==> config.mk <==
export PLATFORM = sky130hd
export DESIGN_NAME = uip_irq
export DESIGN_NICKNAME = d
export VERILOG_FILES = /design/src/uip_pkg.sv /design/src/uip_irq.sv
export SDC_FILE = /design/constraint.sdc
export NUM_CORES = 1
export LEC_CHECK = 0
export ABC_AREA = 1
export ABC_CLOCK_PERIOD_IN_PS = 3030
export BUFFER_PORTS_ARGS = -buffer_cell sky130_fd_sc_hd__buf_4
export CORE_ASPECT_RATIO = 0.5
export CORE_MARGIN = 3
export CORE_UTILIZATION = 49
export DETAILED_ROUTE_END_ITERATION = 7
export PLACE_DENSITY = 0.8
export SYNTH_ARGS = -nofsm -noshare
export SYNTH_HDL_FRONTEND = slang
export SYNTH_SLANG_ARGS = --single-unit
==> constraint.sdc <==
create_clock -name mclk -period 3.03 [get_ports mclk]
set_clock_uncertainty 0.2 [all_clocks]
set_input_delay 0.7575 -clock mclk [delete_from_list [all_inputs] [get_ports mclk]]
set_output_delay 0.7575 -clock mclk [all_outputs]
set_load 0.1 [all_outputs]
==> src/uip_pkg.sv <==
// constants and types for the uart interrupt enable and priority block
package uip_pkg;
  // register indices, byte address is four times the index
  localparam logic [2:0] IDX_HOLD = 3'h0;
  localparam logic [2:0] IDX_MASK = 3'h1;
  localparam logic [2:0] IDX_STAT = 3'h2;
  localparam logic [2:0] IDX_MCTL = 3'h4;
  localparam logic [2:0] IDX_LSTAT = 3'h5;
  localparam logic [2:0] IDX_MSTAT = 3'h6;
  // field positions
  localparam int MASK_RX = 0;
  localparam int MASK_TX = 1;
  localparam int MASK_LINE = 2;
  localparam int MASK_MODEM = 3;
  localparam int FCR_FIFO_EN = 0;
  localparam int FCR_TRIG_LO = 6;
  localparam int MCR_IRQ_EN = 3;
  // reset values
  localparam logic [3:0] MASK_RST = 4'h0;
  localparam logic [1:0] TRIG_RST = 2'h0;
  localparam logic [4:0] MCR_RST = 5'h00;
  // receive trigger levels
  localparam logic [4:0] TRIG_L0 = 5'h01;
  localparam logic [4:0] TRIG_L1 = 5'h04;
  localparam logic [4:0] TRIG_L2 = 5'h08;
  localparam logic [4:0] TRIG_L3 = 5'h0E;
  // receive time-out span: four characters plus this many bit times
  localparam logic [6:0] TMO_EXTRA_BITS = 7'h0C;
  // status codes in bits 3:0
  localparam logic [3:0] CODE_LINE = 4'h6;
  localparam logic [3:0] CODE_TMO = 4'hC;
  localparam logic [3:0] CODE_RX_READY_IRQ = 4'h4;
  localparam logic [3:0] CODE_TX_READY_IRQ = 4'h2;
  localparam logic [3:0] CODE_MODEM = 4'h0;
  localparam logic [3:0] CODE_NONE = 4'h1;
  // ahb-lite
  localparam logic [1:0] HTRANS_NONSEQ = 2'h2;
  localparam logic HRESP_OKAY = 1'b0;
  typedef enum {SRC_NONE, SRC_LINE, SRC_TMO, SRC_RX_READY_IRQ, SRC_TX_READY_IRQ, SRC_MODEM} uip_src_t;
endpackage : uip_pkg
==> src/uip_irq.sv <==
// interrupt enable, priority status and source clearing of one uart channel
`timescale 1ns/100ps
module uip_irq #(
  parameter int ADDR_W = 8,
  parameter int LVL_W = 5
) (
  // clock and reset
  input wire logic mclk,
  input wire logic resetn,
  // ahb-lite slave
  input wire logic hsel,
  input wire logic [ADDR_W-1:0] haddr,
  input wire logic [1:0] htrans,
  input wire logic hwrite,
  input wire logic [2:0] hsize,
  input wire logic [31:0] hwdata,
  input wire logic hready,
  output logic [31:0] hrdata,
  output logic hreadyout,
  output logic hresp,
  // receive side status from the serial engine
  input wire logic [LVL_W-1:0] rx_level,
  input wire logic [7:0] rx_head_data,
  input wire logic rx_push,
  input wire logic rx_overrun,
  input wire logic [2:0] rx_head_err,
  input wire logic rx_any_err,
  input wire logic bit_tick,
  input wire logic [3:0] char_bits,
  // transmit side status
  input wire logic tx_hold_empty,
  input wire logic tx_shift_empty,
  // modem lines and their change pulses
  input wire logic [3:0] modem_lines,
  input wire logic [3:0] modem_delta,
  // interrupt driver select strap
  input wire logic irq_output_select,
  // strobes toward the serial engine
  output logic rx_pop,
  output logic tx_push,
  output logic [7:0] tx_data,
  output logic fifo_enable,
  output logic rx_fifo_clear,
  output logic tx_fifo_clear,
  // interrupt pin
  output logic irq_out,
  output logic irq_out_oe_n
);
  ////////////////////////////////////////////////////////////////////////////
  function automatic logic [4:0] trig_level(input logic [1:0] sel);
    unique case (sel)
      2'h0: trig_level = uip_pkg::TRIG_L0;
      2'h1: trig_level = uip_pkg::TRIG_L1;
      2'h2: trig_level = uip_pkg::TRIG_L2;
      2'h3: trig_level = uip_pkg::TRIG_L3;
    endcase
  endfunction : trig_level

  logic [3:0] mask_reg;
  logic fifo_en_reg;
  logic [1:0] trig_reg;
  logic [4:0] mcr_reg;
  logic ovr_reg, line_pend_reg, tmo_pend_reg, tx_pend_reg;
  logic [3:0] delta_reg;
  logic [2:0] head_err_reg;
  logic thr_empty_reg;
  logic [6:0] tmo_cnt_reg;
  logic [2:0] idx_reg;
  logic act_reg, wr_reg;
  uip_pkg::uip_src_t cur_src_reg, cur_src_next;
  logic [31:0] hrdata_reg;
  logic hreadyout_reg, rx_pop_reg, tx_push_reg, rxclr_reg, txclr_reg;
  logic [7:0] tx_data_reg;
  logic irq_reg, oe_n_reg;

  ////////////////////////////////////////////////////////////////////////////
  // bus decode; every access takes one wait state
  wire take = hsel && hready && htrans == uip_pkg::HTRANS_NONSEQ;
  wire fire = act_reg;
  wire rd_fire = fire && !wr_reg;
  wire wr_fire = fire && wr_reg;
  wire rd_hold = rd_fire && idx_reg == uip_pkg::IDX_HOLD;
  wire rd_stat = rd_fire && idx_reg == uip_pkg::IDX_STAT;
  wire rd_lstat = rd_fire && idx_reg == uip_pkg::IDX_LSTAT;
  wire rd_mstat = rd_fire && idx_reg == uip_pkg::IDX_MSTAT;
  wire wr_hold = wr_fire && idx_reg == uip_pkg::IDX_HOLD;
  wire wr_mask = wr_fire && idx_reg == uip_pkg::IDX_MASK;
  wire wr_fcr = wr_fire && idx_reg == uip_pkg::IDX_STAT && hwdata[uip_pkg::FCR_FIFO_EN];
  wire wr_fcr0 = wr_fire && idx_reg == uip_pkg::IDX_STAT;
  wire wr_mcr = wr_fire && idx_reg == uip_pkg::IDX_MCTL;

  ////////////////////////////////////////////////////////////////////////////
  // source detection
  wire [4:0] trig_now = trig_level(trig_reg);
  wire data_ready = rx_level != '0;
  wire rx_at_trig = fifo_en_reg ? ({{(5 > LVL_W ? 5 - LVL_W : 0){1'b0}}, rx_level} >= trig_now)
                                : data_ready;
  wire [2:0] head_err = data_ready ? rx_head_err : 3'h0;
  wire err_arrive = |(head_err & ~head_err_reg);
  wire line_evt = rx_overrun || err_arrive;
  wire tx_evt = (tx_hold_empty && !thr_empty_reg) ||
                (wr_mask && hwdata[uip_pkg::MASK_TX] && !mask_reg[uip_pkg::MASK_TX] && tx_hold_empty);
  wire [6:0] tmo_limit = {1'b0, char_bits, 2'b00} + uip_pkg::TMO_EXTRA_BITS;
  wire tmo_run = fifo_en_reg && data_ready && !tmo_pend_reg;
  wire tmo_evt = tmo_run && bit_tick && tmo_cnt_reg + 7'h01 >= tmo_limit;
  wire p_line = mask_reg[uip_pkg::MASK_LINE] && line_pend_reg;
  wire p_tmo = mask_reg[uip_pkg::MASK_RX] && tmo_pend_reg;
  wire p_rx = mask_reg[uip_pkg::MASK_RX] && rx_at_trig;
  wire p_tx = mask_reg[uip_pkg::MASK_TX] && tx_pend_reg;
  wire p_modem = mask_reg[uip_pkg::MASK_MODEM] && |delta_reg;
  wire any_pend = p_line || p_tmo || p_rx || p_tx || p_modem;

  function automatic logic src_live(input uip_pkg::uip_src_t s, input logic [4:0] p);
    unique case (s)
      uip_pkg::SRC_NONE: src_live = 1'b0;
      uip_pkg::SRC_LINE: src_live = p[4];
      uip_pkg::SRC_TMO: src_live = p[3];
      uip_pkg::SRC_RX_READY_IRQ: src_live = p[2];
      uip_pkg::SRC_TX_READY_IRQ: src_live = p[1];
      uip_pkg::SRC_MODEM: src_live = p[0];
    endcase
  endfunction : src_live

  wire [4:0] pvec = {p_line, p_tmo, p_rx, p_tx, p_modem};
  wire cur_live = src_live(cur_src_reg, pvec);
  // the reported source stays until it clears; then highest pending wins
  always_comb begin
    if (cur_live) begin
      cur_src_next = cur_src_reg;
    end else if (p_line) begin
      cur_src_next = uip_pkg::SRC_LINE;
    end else if (p_tmo) begin
      cur_src_next = uip_pkg::SRC_TMO;
    end else if (p_rx) begin
      cur_src_next = uip_pkg::SRC_RX_READY_IRQ;
    end else if (p_tx) begin
      cur_src_next = uip_pkg::SRC_TX_READY_IRQ;
    end else if (p_modem) begin
      cur_src_next = uip_pkg::SRC_MODEM;
    end else begin
      cur_src_next = uip_pkg::SRC_NONE;
    end
  end

  wire [3:0] code =
    cur_src_reg == uip_pkg::SRC_LINE ? uip_pkg::CODE_LINE :
    cur_src_reg == uip_pkg::SRC_TMO ? uip_pkg::CODE_TMO :
    cur_src_reg == uip_pkg::SRC_RX_READY_IRQ ? uip_pkg::CODE_RX_READY_IRQ :
    cur_src_reg == uip_pkg::SRC_TX_READY_IRQ ? uip_pkg::CODE_TX_READY_IRQ :
    cur_src_reg == uip_pkg::SRC_MODEM ? uip_pkg::CODE_MODEM : uip_pkg::CODE_NONE;

  ////////////////////////////////////////////////////////////////////////////
  // read data
  wire [7:0] stat_byte = {{2{fifo_en_reg}}, 2'b00, code};
  wire [7:0] lstat_byte = {rx_any_err, tx_hold_empty && tx_shift_empty, tx_hold_empty,
                           head_err, ovr_reg, data_ready};
  wire [7:0] rd_byte =
    idx_reg == uip_pkg::IDX_HOLD ? rx_head_data :
    idx_reg == uip_pkg::IDX_MASK ? {4'h0, mask_reg} :
    idx_reg == uip_pkg::IDX_STAT ? stat_byte :
    idx_reg == uip_pkg::IDX_MCTL ? {3'h0, mcr_reg} :
    idx_reg == uip_pkg::IDX_LSTAT ? lstat_byte :
    idx_reg == uip_pkg::IDX_MSTAT ? {modem_lines, delta_reg} : 8'h00;

  ////////////////////////////////////////////////////////////////////////////
  // bus slave
  always_ff @(posedge mclk or negedge resetn) begin
    if (!resetn) begin
      act_reg <= 1'b0;
      wr_reg <= 1'b0;
      idx_reg <= 3'h0;
      hreadyout_reg <= 1'b1;
      hrdata_reg <= 32'h0000_0000;
    end else begin
      act_reg <= take;
      if (take) begin
        wr_reg <= hwrite;
        idx_reg <= haddr[ADDR_W-1:2] < (ADDR_W-2)'(8) ? haddr[4:2] : 3'h7;
      end
      hreadyout_reg <= !take;
      if (rd_fire) begin
        hrdata_reg <= {24'h00_0000, rd_byte};
      end
    end
  end

  ////////////////////////////////////////////////////////////////////////////
  // control registers
  always_ff @(posedge mclk or negedge resetn) begin
    if (!resetn) begin
      mask_reg <= uip_pkg::MASK_RST;
      fifo_en_reg <= 1'b0;
      trig_reg <= uip_pkg::TRIG_RST;
      mcr_reg <= uip_pkg::MCR_RST;
      tx_data_reg <= 8'h00;
    end else begin
      if (wr_mask) begin
        mask_reg <= hwdata[3:0];
      end
      if (wr_fcr0) begin
        fifo_en_reg <= hwdata[uip_pkg::FCR_FIFO_EN];
      end
      if (wr_fcr) begin
        trig_reg <= hwdata[uip_pkg::FCR_TRIG_LO +: 2];
      end
      if (wr_mcr) begin
        mcr_reg <= hwdata[4:0];
      end
      if (wr_hold) begin
        tx_data_reg <= hwdata[7:0];
      end
    end
  end

  ////////////////////////////////////////////////////////////////////////////
  // sticky sources; a setting event wins over a clear in the same cycle
  always_ff @(posedge mclk or negedge resetn) begin
    if (!resetn) begin
      ovr_reg <= 1'b0;
      line_pend_reg <= 1'b0;
      tmo_pend_reg <= 1'b0;
      tx_pend_reg <= 1'b0;
      delta_reg <= 4'h0;
      head_err_reg <= 3'h0;
      thr_empty_reg <= 1'b0;
      tmo_cnt_reg <= 7'h00;
      cur_src_reg <= uip_pkg::SRC_NONE;
    end else begin
      head_err_reg <= head_err;
      thr_empty_reg <= tx_hold_empty;
      ovr_reg <= rx_overrun || (ovr_reg && !rd_lstat);
      line_pend_reg <= line_evt || (line_pend_reg && !rd_lstat);
      tmo_pend_reg <= tmo_evt || (tmo_pend_reg && !rd_hold && fifo_en_reg);
      tx_pend_reg <= tx_evt || (tx_pend_reg && !wr_hold &&
                     !(rd_stat && cur_src_reg == uip_pkg::SRC_TX_READY_IRQ));
      delta_reg <= modem_delta | (rd_mstat ? 4'h0 : delta_reg);
      if (!tmo_run || rx_push || rd_hold || tmo_evt) begin
        tmo_cnt_reg <= 7'h00;
      end else if (bit_tick) begin
        tmo_cnt_reg <= tmo_cnt_reg + 7'h01;
      end
      cur_src_reg <= cur_src_next;
    end
  end

  ////////////////////////////////////////////////////////////////////////////
  // strobes and interrupt pin
  always_ff @(posedge mclk or negedge resetn) begin
    if (!resetn) begin
      rx_pop_reg <= 1'b0;
      tx_push_reg <= 1'b0;
      rxclr_reg <= 1'b0;
      txclr_reg <= 1'b0;
      irq_reg <= 1'b0;
      oe_n_reg <= 1'b1;
    end else begin
      rx_pop_reg <= rd_hold;
      tx_push_reg <= wr_hold;
      rxclr_reg <= wr_fcr && hwdata[1];
      txclr_reg <= wr_fcr && hwdata[2];
      irq_reg <= any_pend;
      oe_n_reg <= !(mcr_reg[uip_pkg::MCR_IRQ_EN] || irq_output_select);
    end
  end

  assign hrdata = hrdata_reg;
  assign hreadyout = hreadyout_reg;
  assign hresp = uip_pkg::HRESP_OKAY;
  assign rx_pop = rx_pop_reg;
  assign tx_push = tx_push_reg;
  assign tx_data = tx_data_reg;
  assign fifo_enable = fifo_en_reg;
  assign rx_fifo_clear = rxclr_reg;
  assign tx_fifo_clear = txclr_reg;
  assign irq_out = irq_reg;
  assign irq_out_oe_n = oe_n_reg;

  ////////////////////////////////////////////////////////////////////////////
  // checks
  irq_level_a: assert property (@(posedge mclk) disable iff (!resetn)
    any_pend ##1 any_pend |-> irq_out) else $error("irq output not following pending");
  irq_drive_a: assert property (@(posedge mclk) disable iff (!resetn)
    irq_output_select ##1 irq_output_select |-> !irq_out_oe_n) else $error("irq driver off");
  stat_fifo_a: assert property (@(posedge mclk) disable iff (!resetn)
    rd_stat |=> hrdata[7:4] == {{2{$past(fifo_en_reg)}}, 2'b00}) else $error("fifo bits wrong");
  stat_none_a: assert property (@(posedge mclk) disable iff (!resetn)
    rd_stat && cur_src_reg == uip_pkg::SRC_NONE |=> hrdata[3:0] == 4'h1) else $error("none code wrong");
  line_clear_a: assert property (@(posedge mclk) disable iff (!resetn)
    rd_lstat && !line_evt |=> !line_pend_reg) else $error("line irq not cleared");
  tmo_clear_a: assert property (@(posedge mclk) disable iff (!resetn)
    rd_hold && !tmo_evt |=> !tmo_pend_reg) else $error("time-out not cleared");
  tx_clear_a: assert property (@(posedge mclk) disable iff (!resetn)
    wr_hold && !tx_evt |=> !tx_pend_reg) else $error("tx ready not cleared");
  modem_clear_a: assert property (@(posedge mclk) disable iff (!resetn)
    rd_mstat && modem_delta == 4'h0 |=> delta_reg == 4'h0) else $error("modem irq not cleared");
  rx_trig_a: assert property (@(posedge mclk) disable iff (!resetn)
    fifo_en_reg && mask_reg[0] && rx_level >= trig_now |-> p_rx) else $error("rx trigger missed");
  src_hold_a: assert property (@(posedge mclk) disable iff (!resetn)
    cur_live |=> cur_src_reg == $past(cur_src_reg)) else $error("source preempted");
  line_prio_a: assert property (@(posedge mclk) disable iff (!resetn)
    p_line && !cur_live |=> cur_src_reg == uip_pkg::SRC_LINE) else $error("line source not first");
  line_code_a: assert property (@(posedge mclk) disable iff (!resetn)
    rd_stat && cur_src_reg == uip_pkg::SRC_LINE |=> hrdata[3:0] == 4'h6) else $error("line code wrong");
  tmo_code_a: assert property (@(posedge mclk) disable iff (!resetn)
    rd_stat && cur_src_reg == uip_pkg::SRC_TMO |=> hrdata[3:0] == 4'hC) else $error("time-out code wrong");
  stat_pend_a: assert property (@(posedge mclk) disable iff (!resetn)
    cur_src_reg != uip_pkg::SRC_NONE |-> !code[0]) else $error("pending bit wrong");
  tx_enable_a: assert property (@(posedge mclk) disable iff (!resetn)
    wr_mask && hwdata[uip_pkg::MASK_TX] && !mask_reg[uip_pkg::MASK_TX] && tx_hold_empty |=> tx_pend_reg)
    else $error("tx enable while empty missed");
  ready_flag_a: assert property (@(posedge mclk) disable iff (!resetn)
    rd_lstat |=> hrdata[0] == (|$past(rx_level))) else $error("data ready flag wrong");
  trig_drop_a: assert property (@(posedge mclk) disable iff (!resetn)
    fifo_en_reg && rx_level < trig_now |-> !p_rx) else $error("rx irq held below trigger");
  rx_gate_a: assert property (@(posedge mclk) disable iff (!resetn)
    !mask_reg[uip_pkg::MASK_RX] |-> !p_rx && !p_tmo) else $error("rx irq not masked");
  modem_set_a: assert property (@(posedge mclk) disable iff (!resetn)
    |modem_delta |=> |delta_reg) else $error("modem delta lost");
  irq_clear_a: assert property (@(posedge mclk) disable iff (!resetn)
    !any_pend |=> !irq_out) else $error("irq output stuck");
endmodule : uip_irq

# After elaboration in Yosys (flattened, before gate mapping)
# Index checks and enable logic that the tools add are counted.
# classes
n_addsub,2
magnitude_cmp,3
n_eq_ne,19
muxes,24
bitwise_logic,3
reduce_logical,68
# op_table
operator,n
"32-bit by 3-bit equality test with 1-bit output, second input constant",4
"32-bit by 2-bit equality test with 1-bit output, second input constant",3
"32-bit by 4-bit equality test with 1-bit output, second input constant",2
8-bit two-way mux,6
1-bit logical AND,36
"32-bit by 1-bit equality test with 1-bit output, second input constant",1
32-bit zero test,1
3-bit two-way mux,8
5-bit case mux with 4 select lines,1
1-bit logical OR,14
7-bit two-way mux,2
4-bit two-way mux,3
1-bit zero test,11
"3-bit equality test, second input constant",3
"6-bit by 4-bit adder with 7-bit output, second input constant",1
"7-bit by 1-bit adder with 7-bit output, second input constant",1
7-bit greater-or-equal comparator,1
"2-bit equality test, second input constant",3
"6-bit by 4-bit < comparator with 1-bit output, second input constant",1
1-bit case mux with 6 select lines,1
5-bit greater-or-equal comparator,1
5-bit nonzero test,1
4-bit OR,1
4-bit OR reduction,1
other kinds (11),12
# totals
ff_bits,91
inputBits,85
output_inout_bits,49
word_cells,144

# Longest topological paths before layout
# depth
ltp_word,9
ltp_mapped,12
ltp_nobuf,12

# Worst setup path after synthesis
# Ideal clock, no wire load.
# synth_timing
kind,input-to-reg
from,input port char_bits[0]
to,register tmo_cnt_reg[0]
setup_time_ps,77
arrival_time_ps,2213
required_ps,2753
slack_ps,540
cell_stages,9
path_buffers,0
cell_sequence,inv_1 -> ha_1 -> nand3b_1 -> ha_1 -> a21oi_1 -> o21ai_0 -> a211oi_2 -> nand3_4 -> o21ai_1
# synth_between
elab_chain_len,5
elab_cells_between_ends,6
cone_classes,1 x add/sub; 1 x order compare; 1 x mux; 3 x reduce/logical
# synth_lines
item,line_no,text
start: declaration,uip_irq.sv:29,"input wire logic [3:0] char_bits,"
6-bit by 4-bit adder with 7-bit output (*),uip_irq.sv:103,"wire [6:0] tmo_limit = {1'b0, char_bits, 2'b00} + uip_pkg::TMO_EXTRA_BITS;"
7-bit greater-or-equal comparator (*),uip_irq.sv:105,wire tmo_evt = tmo_run && bit_tick && tmo_cnt_reg + 7'h01 >= tmo_limit;
1-bit logical AND (*),uip_irq.sv:105,
1-bit logical OR (*),uip_irq.sv:237,if (!tmo_run || rx_push || rd_hold || tmo_evt) begin
7-bit two-way mux or 2-bit nonzero test (tied branches),--,
end signal: assignment,uip_irq.sv:240,tmo_cnt_reg <= tmo_cnt_reg + 7'h01;
end: declaration,uip_irq.sv:67,logic [6:0] tmo_cnt_reg;
# Every way passes the cells marked *; elsewhere a longest branch is shown, timed or not.
# A chain may end at the register's enable or synchronous reset.

# Worst setup path after layout
# layout_timing
from,register tmo_cnt_reg[0]
to,register tmo_cnt_reg[2]
# layout_between
elab_chain_len,5
elab_cells_between_ends,7
cone_classes,1 x add/sub; 1 x order compare; 2 x mux; 3 x reduce/logical
# layout_lines
item,line_no
7-bit by 1-bit adder with 7-bit output (*),"uip_irq.sv:105, uip_irq.sv:240"
7-bit greater-or-equal comparator,uip_irq.sv:105
1-bit logical AND,uip_irq.sv:105
1-bit logical OR,uip_irq.sv:237
7-bit two-way mux or 2-bit nonzero test (tied branches),--
# Every way passes the cells marked *; elsewhere a longest branch is shown, timed or not. The select of a mux whose other input is x is not followed.

==> summary.txt <==
Run status
  • Outcome: complete, no violations

Synthesis
  • Top-count cell post-synth: nand2_1
  • Post-Synthesis Cells: 409
  • Post-synth ARST share: 100.0%
  • Most used DFF post-synth: dfrtp_1
  • Post-Synthesis Cell Area: 0.003398 sq mm
  • Syn_area_per_cell: 8.309 sq um
  • Ys Warns: 0
  • Post-synth top cells: nand2_1 (92), dfrtp_1 (60), inv_1 (55)
  • Register area share after synthesis: 45.73%
  • Yosys top cell by area: dfrtp_1
  • Synth top area share: 44.18%
  • Synth top area cells: dfrtp_1 (44%), nand2_1 (10%), inv_1 (6.1%)
  • Synth cell types: 42
  • Seq cells post-synth: 62
  • EDFF count, synth: 0

Clock tree
  • Number of hold buffers added after cts: 0
  • Postcts setup bufs: 0
  • CTS Buf Count: 9
  • Post-CTS Resized: 0
  • Number of H-tree levels: 3
  • CTS tree: yes
  • Clock tree sinks: 62
  • Clk pin slew, worst setup/hold paths: 50 ps
  • Skew-Pair Late Insertion Delay: 330 ps
  • Clock tree buffer depth: 2
  • Root Buffer Master: clkbuf_16

Place
  • DP HPWL: approximately 6000 microns
  • DP Area: approximately 0.004 sq mm
  • Final GP Congestion: 0.8315
  • PortBufs: 79

Power and ir drop
  • Seq pwr share: 31.9%
  • Comb pwr share: 42.7%
  • Sw Share: 46.55%
  • Power per standard cell area: between 800 and 900 mW/mm^2
  • Final Power: about 3.6 mW
  • Leak pwr: 2.272 nW
  • P_sw: 1.689 mW
  • Power share of the clock group: 25.5%
  • VDD IR-drop max: 0.6691 mV
  • Internal power: just under 2 mW

Critical path
  • Crit path kind: flop to flop
  • Critical Path Sink Type: flop
  • Crit start category: flop
  • CP Cell Sequence: ha_1 -> nand3_1 -> nor3_1 -> xor2_1 -> ha_1 -> a21oi_1 -> o21ai_0 -> a211oi_2 -> nand3_4 -> o21ai_1
  • Worst Path Required: 3070 ps
  • Arr. time, crit path: 2750 ps
  • CP max stage cell: dfrtp_1
  • Most used cell, CP: ha_1
  • CP max stage delay: between 400 and 500 ps
  • Worst Path Max Fanout: 5
  • FF-to-FF path depth: 10

Route
  • Avg WL per Cell: roughly 13 microns
  • First-pass DRT Iterations: 4
  • Vias per Instance: 5.024
  • Drc violations: 0
  • Final WL: just under 8000 microns
  • Total number of vias: 2954
  • Post-route ant nets: 0
  • DRT iter0 DRCs: 205

Floorplanning
  • Die area: about 0.008 sq mm
  • Core Rows: 20
  • Initial Util: 53.25%
  • Die Ht: 64.89 microns
  • Core Footprint: 0.006381 sq mm
  • Die width: 123.8 microns
  • I/O pins: 134

STA
  • Final worst path period need: about 2700 ps
  • Setup_tns: 0 ps
  • Slew @ Worst Pin: 776.1 ps
  • Setup violators final: 0
  • Worst hold slack: ~270 ps
  • Max-slew violation count: 0
  • Tcrit/Tclk final: 89.35%
  • Unrepaired setup endpoints after global routing: false
  • Fmax: 369.4 MHz
  • Hold Fails Final Rpt: 0
  • Rel. slew slack: 48.26%

Global routing
  • Via count of the first global-routing pass: about 2700
  • Antenna violations before repair: 0
  • First-pass GRT wire length: between 10000 and 15000 microns
  • Largest net degree at the start of global routing: 63
  • Total GRT Usage: 20.83%
  • GRT overflow: 0

Job
  • Max-capacitance violation count: 0

Layout
  • Antenna fix cells: 0
  • Final core utilization: 66.67%
  • Layout cells sized above 1: 21.40%
  • Fin area: approximately 0.0043 sq mm
  • Filler cells: 523
  • Area added between synthesis and finish: 25.18%
  • Nets: a little under 600

Hold path
  • Worst hold path type: flop to flop
  • Worst hold path stage count: 2
-- kinds of logic (layout without fill, tap and decap cells) --
group | after synthesis | count (layout) | synth area share (%)
flops | 62 | 62 | 45.73
buf+inv | 84 | 151 | 12.26
simple gates | 166 | 166 | 22.05
xor+xnor | 7 | 7 | 1.804
other cells | 1 | 25 | 0.1104
fa+ha+maj | 12 | 12 | 4.418
compound gates | 77 | 77 | 13.62
-- worst max-delay path, delay by kind of cell (launching register included) --
kind | cells | cell delay, ps
AOI/OAI and AO/OA | 4 | 780
adders and majority gates | 2 | 490
DFF | 1 | 410
xor gates and xnor gates | 1 | 250
and+or+nand+nor | 3 | 480
-- final timing paths --
check,from,to,slack (ps)
min in group asynchronous,resetn,tx_fifo_clear,310
max reg2reg,tmo_cnt_reg[0],tmo_cnt_reg[2],320
min reg2reg,tx_data[5],tx_data[5],270
max in group asynchronous,resetn,head_err_reg[2],1810
min,tx_data[5],tx_data[5],270
max,tmo_cnt_reg[0],tmo_cnt_reg[2],320
-- per-stage QoR --
stage	std cells	setup slack, ps
2_1_floorplan	433	540.2
3_3_place_gp	572	239.4
3_5_place_dp	572	221.2
4_1_cts	588	283.6
5_1_grt	588	108.9
6_report	588	322.7
-- placed cells by master, fill, tap and decap left out, types with 2 or more instances in the layout --
master,synthesis,layout
nand3_1,25,25
a21oi_1,6,6
o22ai_1,2,2
nor2_1,25,25
clkbuf_16,0,9
and3_1,3,3
a22o_1,3,3
dfstp_2,2,2
inv_1,55,55
o21bai_1,9,9
dfrtp_1,60,60
o2111ai_1,2,2
buf_4,25,79
o211ai_1,2,2
ha_1,12,12
o21ai_1,5,5
clkbuf_1,2,2
nand3b_1,2,2
nand2_1,92,92
o21ai_0,41,41
xor2_1,7,7
nand4_1,5,5
conb_1,1,25
clkinv_2,0,3
or2_2,2,2
nor3_1,3,3
-- metal layers --
| metal | global-route usage, % | vias up | routed length, microns |
|---|---|---|---|
| li1 | - | 1458 | - |
| met1 | 27.63 | 1384 | 3536 |
| met2 | 33.15 | 106 | 3621 |
| met3 | 6.277 | 6 | 723 |
| met4 | 5.793 | 0 | 55 |
| met5 | 0 | - | 0 |
-- power by group through the flow --
stage                     sequential, mW  combinational (mW)  clock, mW
after detailed placement            1.16                1.55          0
final                               1.16                1.55      0.924
after CTS                           1.15                1.55      0.940
after global routing                1.18                1.66      0.991
after floorplan                     1.77               0.605          0
after global placement              1.16                1.53          0
-- final cells by class --
type                       instances  area, sq um  area share, %
timing repair buffer              79        593.1          13.94
sequential                        62         1554          36.53
tap                               88        110.1          2.588
multi-input combinational        287         1518          35.68
inverter                          56        210.2          4.941
clock inverter                     4        22.52         0.5294
clock buffer                      12        246.5          5.794
Note: power is estimated with default switching activity, not from simulation.
